--- src/shared/conv_pkg.sv ---
// Constants, register map and state layout of the converter control block
//
// How it works
// - Analog-configured port pins read back low
// - Conversion starts regardless of direction or channel
// - Halve and divide bits pick period or RC
// - Clearing the go flag aborts the conversion
// - Abort leaves the result pair untouched
// - Go or enable abort waits two periods, then acquisition resumes
// - First segment lasts one instruction cycle to one period
// - Result loaded into 16 bits, zero filled
// - Format bit picks right or left justification
// - Result bytes are plain storage for software
// - RC clock waits one instruction cycle, runs in Sleep
// - Sleep completion clears go, loads, may wake
// - Sleep without RC clock aborts, enable stays set
// - Reset restores registers and makes pins analog
// - Result pair survives resets, unknown at power-on
// - Trigger in mode 1011 starts and clears timer
// - Disabled converter ignores trigger, timer still cleared
// - Output-configured pin converts its driven level
// - Digital-input pin still converts its analog level
// - Completion loads result, clears go, sets flag
// - A conversion takes nine bit periods
// - Two bit periods of hold after completion
package conv_pkg;
	// ==========================================================
	// Register indices, byte address is four times the index
	localparam logic [7:0] IDX_PORT  = 8'h05;
	localparam logic [7:0] IDX_INTC  = 8'h0b;
	localparam logic [7:0] IDX_PIR   = 8'h0c;
	localparam logic [7:0] IDX_RESH  = 8'h1e;
	localparam logic [7:0] IDX_CTL0  = 8'h1f;
	localparam logic [7:0] IDX_DIR   = 8'h85;
	localparam logic [7:0] IDX_PIE   = 8'h8c;
	localparam logic [7:0] IDX_RESL  = 8'h9e;
	localparam logic [7:0] IDX_CTL1  = 8'h9f;
	// ==========================================================
	// Reset values and writable masks
	localparam logic [7:0] RST_DIR   = 8'hff;
	localparam logic [7:0] RST_ZERO  = 8'h00;
	localparam logic [7:0] MASK_CTL0 = 8'hfd;
	localparam logic [7:0] MASK_CTL1 = 8'hcf;
	localparam logic [7:0] MASK_PIRE = 8'h4f;
	// ==========================================================
	// Field positions
	localparam int unsigned CTL0_DIV  = 6;
	localparam int unsigned CTL0_CHS  = 3;
	localparam int unsigned CTL0_GO   = 2;
	localparam int unsigned CTL0_ON   = 0;
	localparam int unsigned CTL1_FMT  = 7;
	localparam int unsigned CTL1_HALF = 6;
	localparam int unsigned CTL1_PCFG = 0;
	localparam int unsigned PIR_DONE  = 6;
	localparam logic [1:0] DIV_RC     = 2'h3;
	localparam logic [3:0] TRIG_MODE  = 4'hb;
	// ==========================================================
	// Timing: device oscillator period equals the clock period
	localparam int unsigned CLK_NS    = 10;
	localparam int unsigned TOSC_NS   = 10;
	localparam int unsigned TCY_TOSC  = 4;
	localparam int unsigned TCY_CYC   = (TCY_TOSC * TOSC_NS + CLK_NS - 1) / CLK_NS;
	localparam int unsigned CONV_TADS = 9;
	localparam int unsigned HOLD_TADS = 2;
	// ==========================================================
	typedef enum logic [1:0] {ST_IDLE, ST_FIRST, ST_CONV, ST_HOLD} conv_phase_t;
	typedef struct packed {
		conv_phase_t phase;
		logic [6:0]  tad_cnt;
		logic [3:0]  bit_cnt;
		logic [2:0]  first_cnt;
		logic [7:0]  port_latch;
		logic [7:0]  port_dir;
		logic [7:0]  intc;
		logic [7:0]  pir;
		logic [7:0]  pie;
		logic [7:0]  ctl0;
		logic [7:0]  ctl1;
		logic [31:0] readdata;
		logic        waitreq;
		logic        timer_clear;
		logic        wake;
		logic        powered;
		logic        hold;
		logic [2:0]  rc_sync;
		logic [7:0]  pin_s1;
		logic [7:0]  pin_s2;
		logic [9:0]  code_s1;
		logic [9:0]  code_s2;
	} conv_state_t;
endpackage

--- src/logic/adc_conversion_control.sv ---
// Converter control: register slave, conversion sequencer, port read masking
`timescale 1ns/1ps
module adc_conversion_control (
	// Clock and reset
	input  wire logic        ref_clk,
	input  wire logic        rst_n,
	// Avalon-MM register slave
	input  wire logic [9:0]  address,
	input  wire logic        read,
	input  wire logic        write,
	input  wire logic [3:0]  byteenable,
	input  wire logic [31:0] writedata,
	output logic      [31:0] readdata,
	output logic             waitrequest,
	// Port pins
	input  wire logic [7:0]  port_pin_in,
	output logic      [7:0]  port_pin_out,
	output logic      [7:0]  port_pin_oe,
	// Analog front end
	input  wire logic [9:0]  conv_code,
	input  wire logic        rc_clk_in,
	output logic      [2:0]  chan_sel,
	output logic             hold_disconnect,
	output logic             conv_powered,
	// Device and capture unit
	input  wire logic        sleep_mode,
	input  wire logic [3:0]  capture_mode_field,
	input  wire logic        special_trigger,
	output logic             timer_clear,
	output logic             wake
);
	conv_pkg::conv_state_t s_r, s_nxt;
	logic [15:0] res_r, res_nxt;

	// ==========================================================
	// Decoding helpers
	function automatic logic [4:0] analog_mask(input logic [3:0] pcfg);
		unique case (pcfg)
			4'h4, 4'h5:  analog_mask = 5'h0b;
			4'h6, 4'h7:  analog_mask = 5'h00;
			4'hd, 4'hf:  analog_mask = 5'h0f;
			4'he:        analog_mask = 5'h01;
			default:     analog_mask = 5'h1f;
		endcase
	endfunction

	function automatic logic [6:0] tad_cycles(input logic halve, input logic [1:0] div);
		tad_cycles = 7'(2 << (2 * div + {1'b0, halve}));
	endfunction

	// ==========================================================
	// Next state
	logic        rc_sel;
	logic        tad_tick;
	logic        wr_ok;
	logic        busy;
	logic        start;
	logic        abort;
	logic        done;
	logic [7:0]  sel;
	logic [7:0]  rd_val;
	logic [7:0]  wd;

	always_comb begin
		s_nxt = s_r;
		res_nxt = res_r;
		wd = writedata[7:0];
		sel = address[9:2];
		s_nxt.timer_clear = 1'b0;
		s_nxt.wake = 1'b0;
		s_nxt.waitreq = 1'b1;
		// Pin, code and RC clock synchronisers
		s_nxt.pin_s1 = port_pin_in;
		s_nxt.pin_s2 = s_r.pin_s1;
		s_nxt.code_s1 = conv_code;
		s_nxt.code_s2 = s_r.code_s1;
		s_nxt.rc_sync = {s_r.rc_sync[1:0], rc_clk_in};
		// Conversion bit period tick
		rc_sel = s_r.ctl0[conv_pkg::CTL0_DIV +: 2] == conv_pkg::DIV_RC;
		if (rc_sel) begin
			tad_tick = s_r.rc_sync[1] & ~s_r.rc_sync[2];
			s_nxt.tad_cnt = '0;
		end else begin
			tad_tick = s_r.tad_cnt == tad_cycles(s_r.ctl1[conv_pkg::CTL1_HALF],
				s_r.ctl0[conv_pkg::CTL0_DIV +: 2]) - 7'h1;
			s_nxt.tad_cnt = tad_tick ? 7'h0 : s_r.tad_cnt + 7'h1;
		end
		busy = s_r.phase == conv_pkg::ST_FIRST || s_r.phase == conv_pkg::ST_CONV;
		start = 1'b0;
		abort = 1'b0;
		done = 1'b0;
		// Read data is fetched in the first cycle of the request
		unique case (sel)
			conv_pkg::IDX_PORT: rd_val = s_r.pin_s2 & ~{3'h0,
				analog_mask(s_r.ctl1[conv_pkg::CTL1_PCFG +: 4])};
			conv_pkg::IDX_INTC: rd_val = s_r.intc;
			conv_pkg::IDX_PIR:  rd_val = s_r.pir;
			conv_pkg::IDX_RESH: rd_val = res_r[15:8];
			conv_pkg::IDX_CTL0: rd_val = s_r.ctl0;
			conv_pkg::IDX_DIR:  rd_val = s_r.port_dir;
			conv_pkg::IDX_PIE:  rd_val = s_r.pie;
			conv_pkg::IDX_RESL: rd_val = res_r[7:0];
			conv_pkg::IDX_CTL1: rd_val = s_r.ctl1;
			default:            rd_val = 8'h00;
		endcase
		if ((read || write) && s_r.waitreq) begin
			s_nxt.waitreq = 1'b0;
			s_nxt.readdata = {24'h0, address[1:0] == 2'h0 ? rd_val : 8'h00};
		end
		// Register writes take effect on the answering edge
		wr_ok = write && !s_r.waitreq && address[1:0] == 2'h0 && byteenable[0];
		if (wr_ok) begin
			unique case (sel)
				conv_pkg::IDX_PORT: s_nxt.port_latch = wd;
				conv_pkg::IDX_INTC: s_nxt.intc = wd;
				conv_pkg::IDX_PIR:  s_nxt.pir = wd & conv_pkg::MASK_PIRE;
				conv_pkg::IDX_RESH: res_nxt[15:8] = wd;
				conv_pkg::IDX_DIR:  s_nxt.port_dir = wd;
				conv_pkg::IDX_PIE:  s_nxt.pie = wd & conv_pkg::MASK_PIRE;
				conv_pkg::IDX_RESL: res_nxt[7:0] = wd;
				conv_pkg::IDX_CTL1: s_nxt.ctl1 = wd & conv_pkg::MASK_CTL1;
				conv_pkg::IDX_CTL0: begin
					s_nxt.ctl0 = wd & conv_pkg::MASK_CTL0;
					if (busy && !wd[conv_pkg::CTL0_GO]) begin
						abort = 1'b1;
					end else if (busy && !wd[conv_pkg::CTL0_ON]) begin
						abort = 1'b1;
						s_nxt.ctl0[conv_pkg::CTL0_GO] = 1'b0;
					end else if (s_r.phase == conv_pkg::ST_IDLE && wd[conv_pkg::CTL0_GO]
						&& wd[conv_pkg::CTL0_ON]) begin
						start = 1'b1;
					end else if (!busy) begin
						s_nxt.ctl0[conv_pkg::CTL0_GO] = 1'b0;
					end
				end
				default: begin
				end
			endcase
		end
		// Special event trigger always clears the timer
		if (special_trigger) begin
			s_nxt.timer_clear = 1'b1;
			if (capture_mode_field == conv_pkg::TRIG_MODE && s_r.ctl0[conv_pkg::CTL0_ON]
				&& s_r.phase == conv_pkg::ST_IDLE && !abort) begin
				start = 1'b1;
				s_nxt.ctl0[conv_pkg::CTL0_GO] = 1'b1;
			end
		end
		// Sequencer
		unique case (s_r.phase)
			conv_pkg::ST_IDLE: begin
				if (start) begin
					s_nxt.phase = conv_pkg::ST_FIRST;
					s_nxt.first_cnt = '0;
					s_nxt.tad_cnt = '0;
				end
			end
			conv_pkg::ST_FIRST: begin
				if (s_r.first_cnt != 3'(conv_pkg::TCY_CYC - 1)) begin
					s_nxt.first_cnt = s_r.first_cnt + 3'h1;
				end else if (tad_tick) begin
					s_nxt.phase = conv_pkg::ST_CONV;
					s_nxt.bit_cnt = '0;
				end
			end
			conv_pkg::ST_CONV: begin
				if (tad_tick) begin
					s_nxt.bit_cnt = s_r.bit_cnt + 4'h1;
					if (s_r.bit_cnt == 4'(conv_pkg::CONV_TADS - 2)) begin
						done = 1'b1;
					end
				end
			end
			conv_pkg::ST_HOLD: begin
				if (tad_tick) begin
					s_nxt.bit_cnt = s_r.bit_cnt + 4'h1;
					if (s_r.bit_cnt == 4'(conv_pkg::HOLD_TADS - 1)) begin
						s_nxt.phase = conv_pkg::ST_IDLE;
					end
				end
			end
		endcase
		// Sleep without the RC clock powers the converter down
		if (sleep_mode && !rc_sel && busy) begin
			abort = 1'b1;
			done = 1'b0;
			s_nxt.ctl0[conv_pkg::CTL0_GO] = 1'b0;
			s_nxt.phase = conv_pkg::ST_IDLE;
		end else if (abort) begin
			done = 1'b0;
			s_nxt.phase = conv_pkg::ST_HOLD;
			// Restart the period so the wait spans two whole periods
			s_nxt.tad_cnt = '0;
			s_nxt.bit_cnt = '0;
		end
		if (done) begin
			// Code input is the selected pin level, whatever its direction
			res_nxt = s_r.ctl1[conv_pkg::CTL1_FMT] ? {6'h00, s_r.code_s2}
				: {s_r.code_s2, 6'h00};
			s_nxt.ctl0[conv_pkg::CTL0_GO] = 1'b0;
			s_nxt.pir[conv_pkg::PIR_DONE] = 1'b1;
			s_nxt.wake = sleep_mode && s_r.pie[conv_pkg::PIR_DONE];
			s_nxt.phase = conv_pkg::ST_HOLD;
			s_nxt.bit_cnt = '0;
		end
		s_nxt.powered = s_nxt.ctl0[conv_pkg::CTL0_ON] && !(sleep_mode && !rc_sel);
		s_nxt.hold = s_nxt.phase != conv_pkg::ST_IDLE;
	end

	// ==========================================================
	// State register
	always_ff @(posedge ref_clk or negedge rst_n) begin
		if (!rst_n) begin
			s_r <= '{phase: conv_pkg::ST_IDLE, port_dir: conv_pkg::RST_DIR,
				intc: conv_pkg::RST_ZERO, pir: conv_pkg::RST_ZERO,
				pie: conv_pkg::RST_ZERO, ctl0: conv_pkg::RST_ZERO,
				ctl1: conv_pkg::RST_ZERO, waitreq: 1'b1, default: '0};
		end else begin
			s_r <= s_nxt;
		end
	end

	// Result pair has no reset so it keeps its value across resets
	always_ff @(posedge ref_clk) begin
		res_r <= res_nxt;
	end

	// ==========================================================
	// Outputs
	assign readdata = s_r.readdata;
	assign waitrequest = s_r.waitreq;
	assign port_pin_out = s_r.port_latch;
	assign port_pin_oe = ~s_r.port_dir;
	assign chan_sel = s_r.ctl0[conv_pkg::CTL0_CHS +: 3];
	assign hold_disconnect = s_r.hold;
	assign conv_powered = s_r.powered;
	assign timer_clear = s_r.timer_clear;
	assign wake = s_r.wake;

	logic ctl0_wr;
	assign ctl0_wr = wr_ok && sel == conv_pkg::IDX_CTL0;
endmodule // adc_conversion_control

--- config.mk ---
export PLATFORM = sky130hd
export DESIGN_NAME = adc_conversion_control
export DESIGN_NICKNAME = d
export VERILOG_FILES = /design/src/shared/conv_pkg.sv /design/src/logic/adc_conversion_control.sv
export SDC_FILE = /design/constraint.sdc
export NUM_CORES = 1
export LEC_CHECK = 0
export BUFFER_PORTS_ARGS = -buffer_cell sky130_fd_sc_hd__buf_2
export CAP_MARGIN = 30
export CELL_PAD_IN_SITES_DETAIL_PLACEMENT = 0
export CELL_PAD_IN_SITES_GLOBAL_PLACEMENT = 2
export CORE_MARGIN = 2
export CORE_UTILIZATION = 38
export DETAILED_ROUTE_END_ITERATION = 10
export PLACE_DENSITY = 0.95
export SLEW_MARGIN = 20
export SYNTH_ARGS = -nofsm -noshare
export SYNTH_HDL_FRONTEND = slang
export SYNTH_SLANG_ARGS = --single-unit
--- constraint.sdc ---
create_clock -name ref_clk -period 6.79 [get_ports ref_clk]
set_input_delay 0.3395 -clock ref_clk [delete_from_list [all_inputs] [get_ports ref_clk]]
set_output_delay 0.3395 -clock ref_clk [all_outputs]
set_load 0.1 [all_outputs]
======== Yosys cells after proc, flatten, opt, wreduce, memory -nomap -nowiden ========
Cells that the tools add are included.
word-level totals
  logic and storage cells ................. 174
  output and inout port bits .............. 56
  register bits after elaboration ......... 131
operators by class
  shift-type cells ........................ 1
  muxes and demuxes ....................... 64
  reductions and logical operators ........ 46
  bitwise operators ....................... 5
  add/subtract/negate cells ............... 5
  equal/unequal tests ..................... 27
operator list
  cell                                            count
  case mux 8 bit (9 select lines)                 1
  two-way mux 16 bit                              3
  two-way mux 8 bit                               5
  two-way mux 7 bit                               5
  == test 8 bit (second input constant)           4
  two-way mux 31 bit                              1
  two-way mux 1 bit                               29
  == test 4 x 3 -> 1 bit (second input constant)  5
  case mux 5 bit (4 select lines)                 1
  AND reduction 2 bit                             10
  == test 4 bit (second input constant)           4
  == test 8 x 4 -> 1 bit (second input constant)  2
  == test 8 x 5 -> 1 bit (second input constant)  2
  two-way mux 4 bit                               4
  logical AND 1 bit                               15
  two-way mux 13 bit                              1
  two-way mux 2 bit                               6
  nonzero test 2 bit                              6
  two-way mux 11 bit                              1
  two-way mux 9 bit                               1
  bitwise AND 8 bit                               1
  == test 8 x 3 -> 1 bit (second input constant)  1
  inverter 5 -> 8 bit                             1
  inverter 8 bit                                  1
  other kinds (25)                                38

======== Depth between registers and ports, before layout ========
  depth after elaboration ................. 17
  gate-level depth with buffers ........... 9
  gate-level depth less buffers ........... 9

======== Least setup slack after synthesis ========
OpenSTA, ideal clock, no wires.
  kind .................................... flip-flop to flip-flop
  start ................................... register s_r (netlist bit waitrequest)
  end ..................................... register res_r[0], enable pin
  arrival ................................. 2.443 ns
  cell stages (with the launch flop) ...... 8
  period minus slack after synthesis ...... 2.799 ns
  setup slack ............................. 3.991 ns
  cell sequence ........................... dfstp_2 > or4_1 > clkbuf_1 > nor3_4 > nand3_1 > nand4_1 > buf_2 > o21ai_0
between the ends
  longest elaborated chain between the ends .. 9
ends and longest elaborated chain
  what                                      RTL line                       source
  from (decl)                               adc_conversion_control.sv:32   conv_pkg::conv_state_t s_r, s_nxt;
  from (signal assigned)                    adc_conversion_control.sv:214  s_r <= '{phase: conv_pkg::ST_IDLE, port_dir: conv_pkg::RST_DIR,
  from (signal assigned)                    adc_conversion_control.sv:219  s_r <= s_nxt;
  zero test 1 bit (*)                       adc_conversion_control.sv:111  wr_ok = write && !s_r.waitreq && address[1:0] == 2'h0 && byteenable[0];
  logical AND 1 bit (*) (3 in series)       adc_conversion_control.sv:111
  two-way mux 1 bit                         adc_conversion_control.sv:112  if (wr_ok) begin
  two-way mux 1 bit                         adc_conversion_control.sv:189  end else if (abort) begin
  two-way mux 1 bit                         adc_conversion_control.sv:184  if (sleep_mode && !rc_sel && busy) begin
  nonzero test 2 bit (no source line)       n/a
  AND reduction 2 bit (no source line) (*)  n/a
  to (signal assigned)                      adc_conversion_control.sv:225  res_r <= res_nxt;
  to (decl)                                 adc_conversion_control.sv:33   logic [15:0] res_r, res_nxt;
Mark *: on every way between the ends. The rest lies on a longest branch, timed or not.
A chain may end at the register's enable or synchronous reset.

======== Worst setup path after layout ========
  start ................................... register s_r (netlist bit waitrequest)
  end ..................................... register res_r[9], enable pin
Same word-level chain as after synthesis.

==> impl_metrics.csv <==
group,metric,value,unit
run_status,status,"complete, no violations",
pwr,total_leakage_power,3.29,nW
worst_setup_path,crit_arrival,3.19,ns
worst_setup_path,critPathRequiredTime,6.87,ns
pwr,ir_drop,0.169,mV
clocking,insertion_delay,0.42,ns
logic_synthesis,synth_top_area_share,43.4,%
worst_setup_path,start_kind,"flip-flop",
die,coreArea,0.0158,mm²
cells_and_area,drive_above_1_share,27.7,%
timing,tightest_slew,0.960,ns
logic_synthesis,synthCells,543,
timing,setup_viol,0,
die,num_rows,46,
pwr,power,1.98,mW
timing,final_hold_viol_count,0,
logic_synthesis,synth-async-reset-ratio,87.8,%
pwr,p_per_area,280,mW/mm²
die,start_util,38.6,%
placed_design,hpwl,10200,µm
clocking,cts_buffers,17,
drt,remaining_drc_errors,0,
die,die-area,0.0171,mm²
logic_synthesis,synth_top_family_by_area,"compound AO/OA/AOI/OAI gates",
drt,route.met3.wl,889,µm
timing,fin_crit_sh,45.7,%
grt,gr-usage-all-layers,17.7,%
grt,grt_max_degree,66,
logic_synthesis,avgSynthCellArea,11.3,µm²
die,ios,131,
timing,fmax,322,MHz
drt,wl_per_cell,17.0,µm
drt,wl_met1,6390,µm
logic_synthesis,synthSimpleGateAreaFrac,12.3,%
logic_synthesis,synthTopCellsByArea,"dfrtp_1 43%, edfxtp_1 7.9%, mux2_2 6.6%",
logic_synthesis,synthXorXnorAreaFrac,1.00,%
logic_synthesis,synthMuxAreaShare,8.88,%
grt,grt_pass1_vias,4297,
drt,dr.pass1.iters,4,
logic_synthesis,yosysTopAreaCell,"dfrtp_1",
die,fp.dieH,131,µm
drt,first_iter_violations,343,
clocking,cts.sink_count,131,
timing,min_period,3.11,ns
logic_synthesis,synth_edf_count,16,
cells_and_area,syn2layout_area_growth,15.9,%
drt,top_layer,"met4",
logic_synthesis,ys_seq_area_share,55.1,%
cells_and_area,insertedDiodeCount,0,
timing,hold_ws,0.0198,ns
run,cap_viol_max_count,0,
logic_synthesis,synth_area,0.00611,mm²
logic_synthesis,ys_types,67,
clocking,cts_setup_buffers,0,
cells_and_area,nNetsFinal,694,
drt,wl,14200,µm
drt,route.met2.wl,6740,µm
logic_synthesis,synth_compound_area_share,12.3,%
drt,ant_nets,0,
logic_synthesis,synthAdderAreaFrac,2.25,%
grt,grt_overflow_total,0,
timing,fin_tns_setup,0,ns
clocking,cts-root-buf,"clkbuf_16",
timing,final-max-slew-violation-count,0,
placed_design,dp_slack,3.57,ns
grt,grt_pass1_wl,22700,µm
timing,max_slew_margin,35.5,%
clocking,cts_buffer_depth,2,
logic_synthesis,synth-seq-cells,131,
logic_synthesis,synth_flop_cell,"dfrtp_1",
worst_setup_path,path_class,"reg -> reg",
cells_and_area,post-route-util,44.8,%
timing,rsz0062_at_grt,"false",
worst_setup_path,cp_max_fo,29,
grt,antenna_found_initial,0,
clocking,cts_tree,"yes",
timing,fin_skew,0.0237,ns
placed_design,place.gp.congestion,0.831,
clocking,h-tree-depth,4,
clocking,clkTransAtPathRegs,0.06,ns
placed_design,portBuffers,79,
die,fp.dieW,131,µm
drt,vias_per_cell,5.11,
worst_setup_path,end_kind,"flip-flop",
min_path,worstHoldPathType,"in -> reg",
timing,setup_slack,3.68,ns
drt,dr_total_vias,4273,
logic_synthesis,yosysWarnings,0,
[final cells by class]
cell class	count	area [µm²]
repair buffers	84	438
flip-flops and latches	131	3370
multi-input cells	350	2340
fillers	1507	8740
clock inverters	10	135
well taps	216	270
inverters	24	90.1
clock buffers	22	444
[per-stage QoR]
step,area [µm²],std cells
floorplan,6200,566
global placement,6490,803
detailed placement,6490,803
CTS,7080,836
global route,7090,837
finish,7090,837
[Yosys cell counts, drive strengths merged, types with 11 or more instances]
| cell | number |
|---|---|
| a22o | 11 |
| ha | 11 |
| mux2 | 36 |
| a22oi | 11 |
| buf | 51 |
| dfrtp | 106 |
| edfxtp | 16 |
| nor3 | 15 |
| nand2 | 61 |
| inv | 24 |
| a21oi | 19 |
| o21ai | 38 |
| nor2 | 28 |
[critical path, stage by stage, from the launching register on]
cell and delay [ns]:
dfstp_2 0.37, or4_1 0.74, nor3_4 0.52, nand3_1 0.27
nand4_1 0.24, buf_4 0.32, nand2_1 0.32
[worst paths after layout]
| kind | start | to | slack [ns] | cells past startpoint |
|---|---|---|---|---|
| worst max-delay path | waitrequest | res_r[9] | 3.68 | 6 |
| worst min-delay path | conv_code[5] | s_nxt[5] | 0.02 | 1 |
| worst max register to register | waitrequest | res_r[9] | 3.68 | 6 |
| worst min register to register | s_nxt[26] | s_r[26] | 0.35 | 0 |
| max in group asynchronous | rst_n | s_r[84] | 5.01 | 3 |
| min in group asynchronous | rst_n | s_nxt[37] | 0.50 | 2 |
[where the power goes]
| group | switching, mW | internal, mW |
|---|---|---|
| registers | 0.0297 | 0.829 |
| clock network | 0.328 | 0.575 |
| logic | 0.161 | 0.0610 |
[cells in the final DEF, fill, tap and decap left out, types with 3 or more instances in the layout]
cell       instances
a21oi_1           19
a22o_1            11
a22oi_1           11
a31oi_1            3
and3_1             6
buf_2             78
buf_4              4
bufinv_16          3
clkbuf_1           5
clkbuf_16         17
clkinv_2           3
conb_1            24
dfrtp_1          106
dfstp_2            9
edfxtp_1          16
ha_1              11
inv_1             23
mux2_2            36
mux2i_1            7
mux4_2             3
nand2_1           60
nand2b_1           5
nand3_1           10
nand3b_1           3
nand4_1            3
nor2_1            28
nor3_1            13
nor4_2             4
o21ai_0           35
o21ai_1            3
o31ai_1            3
or4_1              4
xnor2_1            3
xor2_1             4
[metal layers]
metal | global-route usage [%] | up-vias
met3 | 6.47 | 13
met1 | 23.5 | 2123
met5 | 0 | -
met4 | 7.01 | 0
met2 | 26.6 | 133
li1 | - | 2004
[flip-flops by register name (all words and copies together) (netlist names)]
signal / flops
chan_sel: 3
conv_powered: 1
hold_disconnect: 1
port_pin_out: 8
readdata: 8
res_r: 16
s_nxt: 20
s_r: 71
timer_clear: 1
waitrequest: 1
wake: 1
[cell families after synthesis]
| kind of cell | after synthesis |
|---|---|
| AND/OR/NAND/NOR | 151 |
| flip-flops | 131 |
| AO/OA/AOI/OAI | 111 |
| buffers and inverters | 85 |
| multiplexers | 46 |
| adder cells (fa/ha/maj) | 11 |
| XOR/XNOR | 7 |
| other | 1 |
[repair_timing]
item                                   CTS  global route
hold buffers                             1             0
gates resized for setup                  0             0
endpoints found under the hold margin   49             0
No activity file was read; power rests on OpenSTA's default activity.
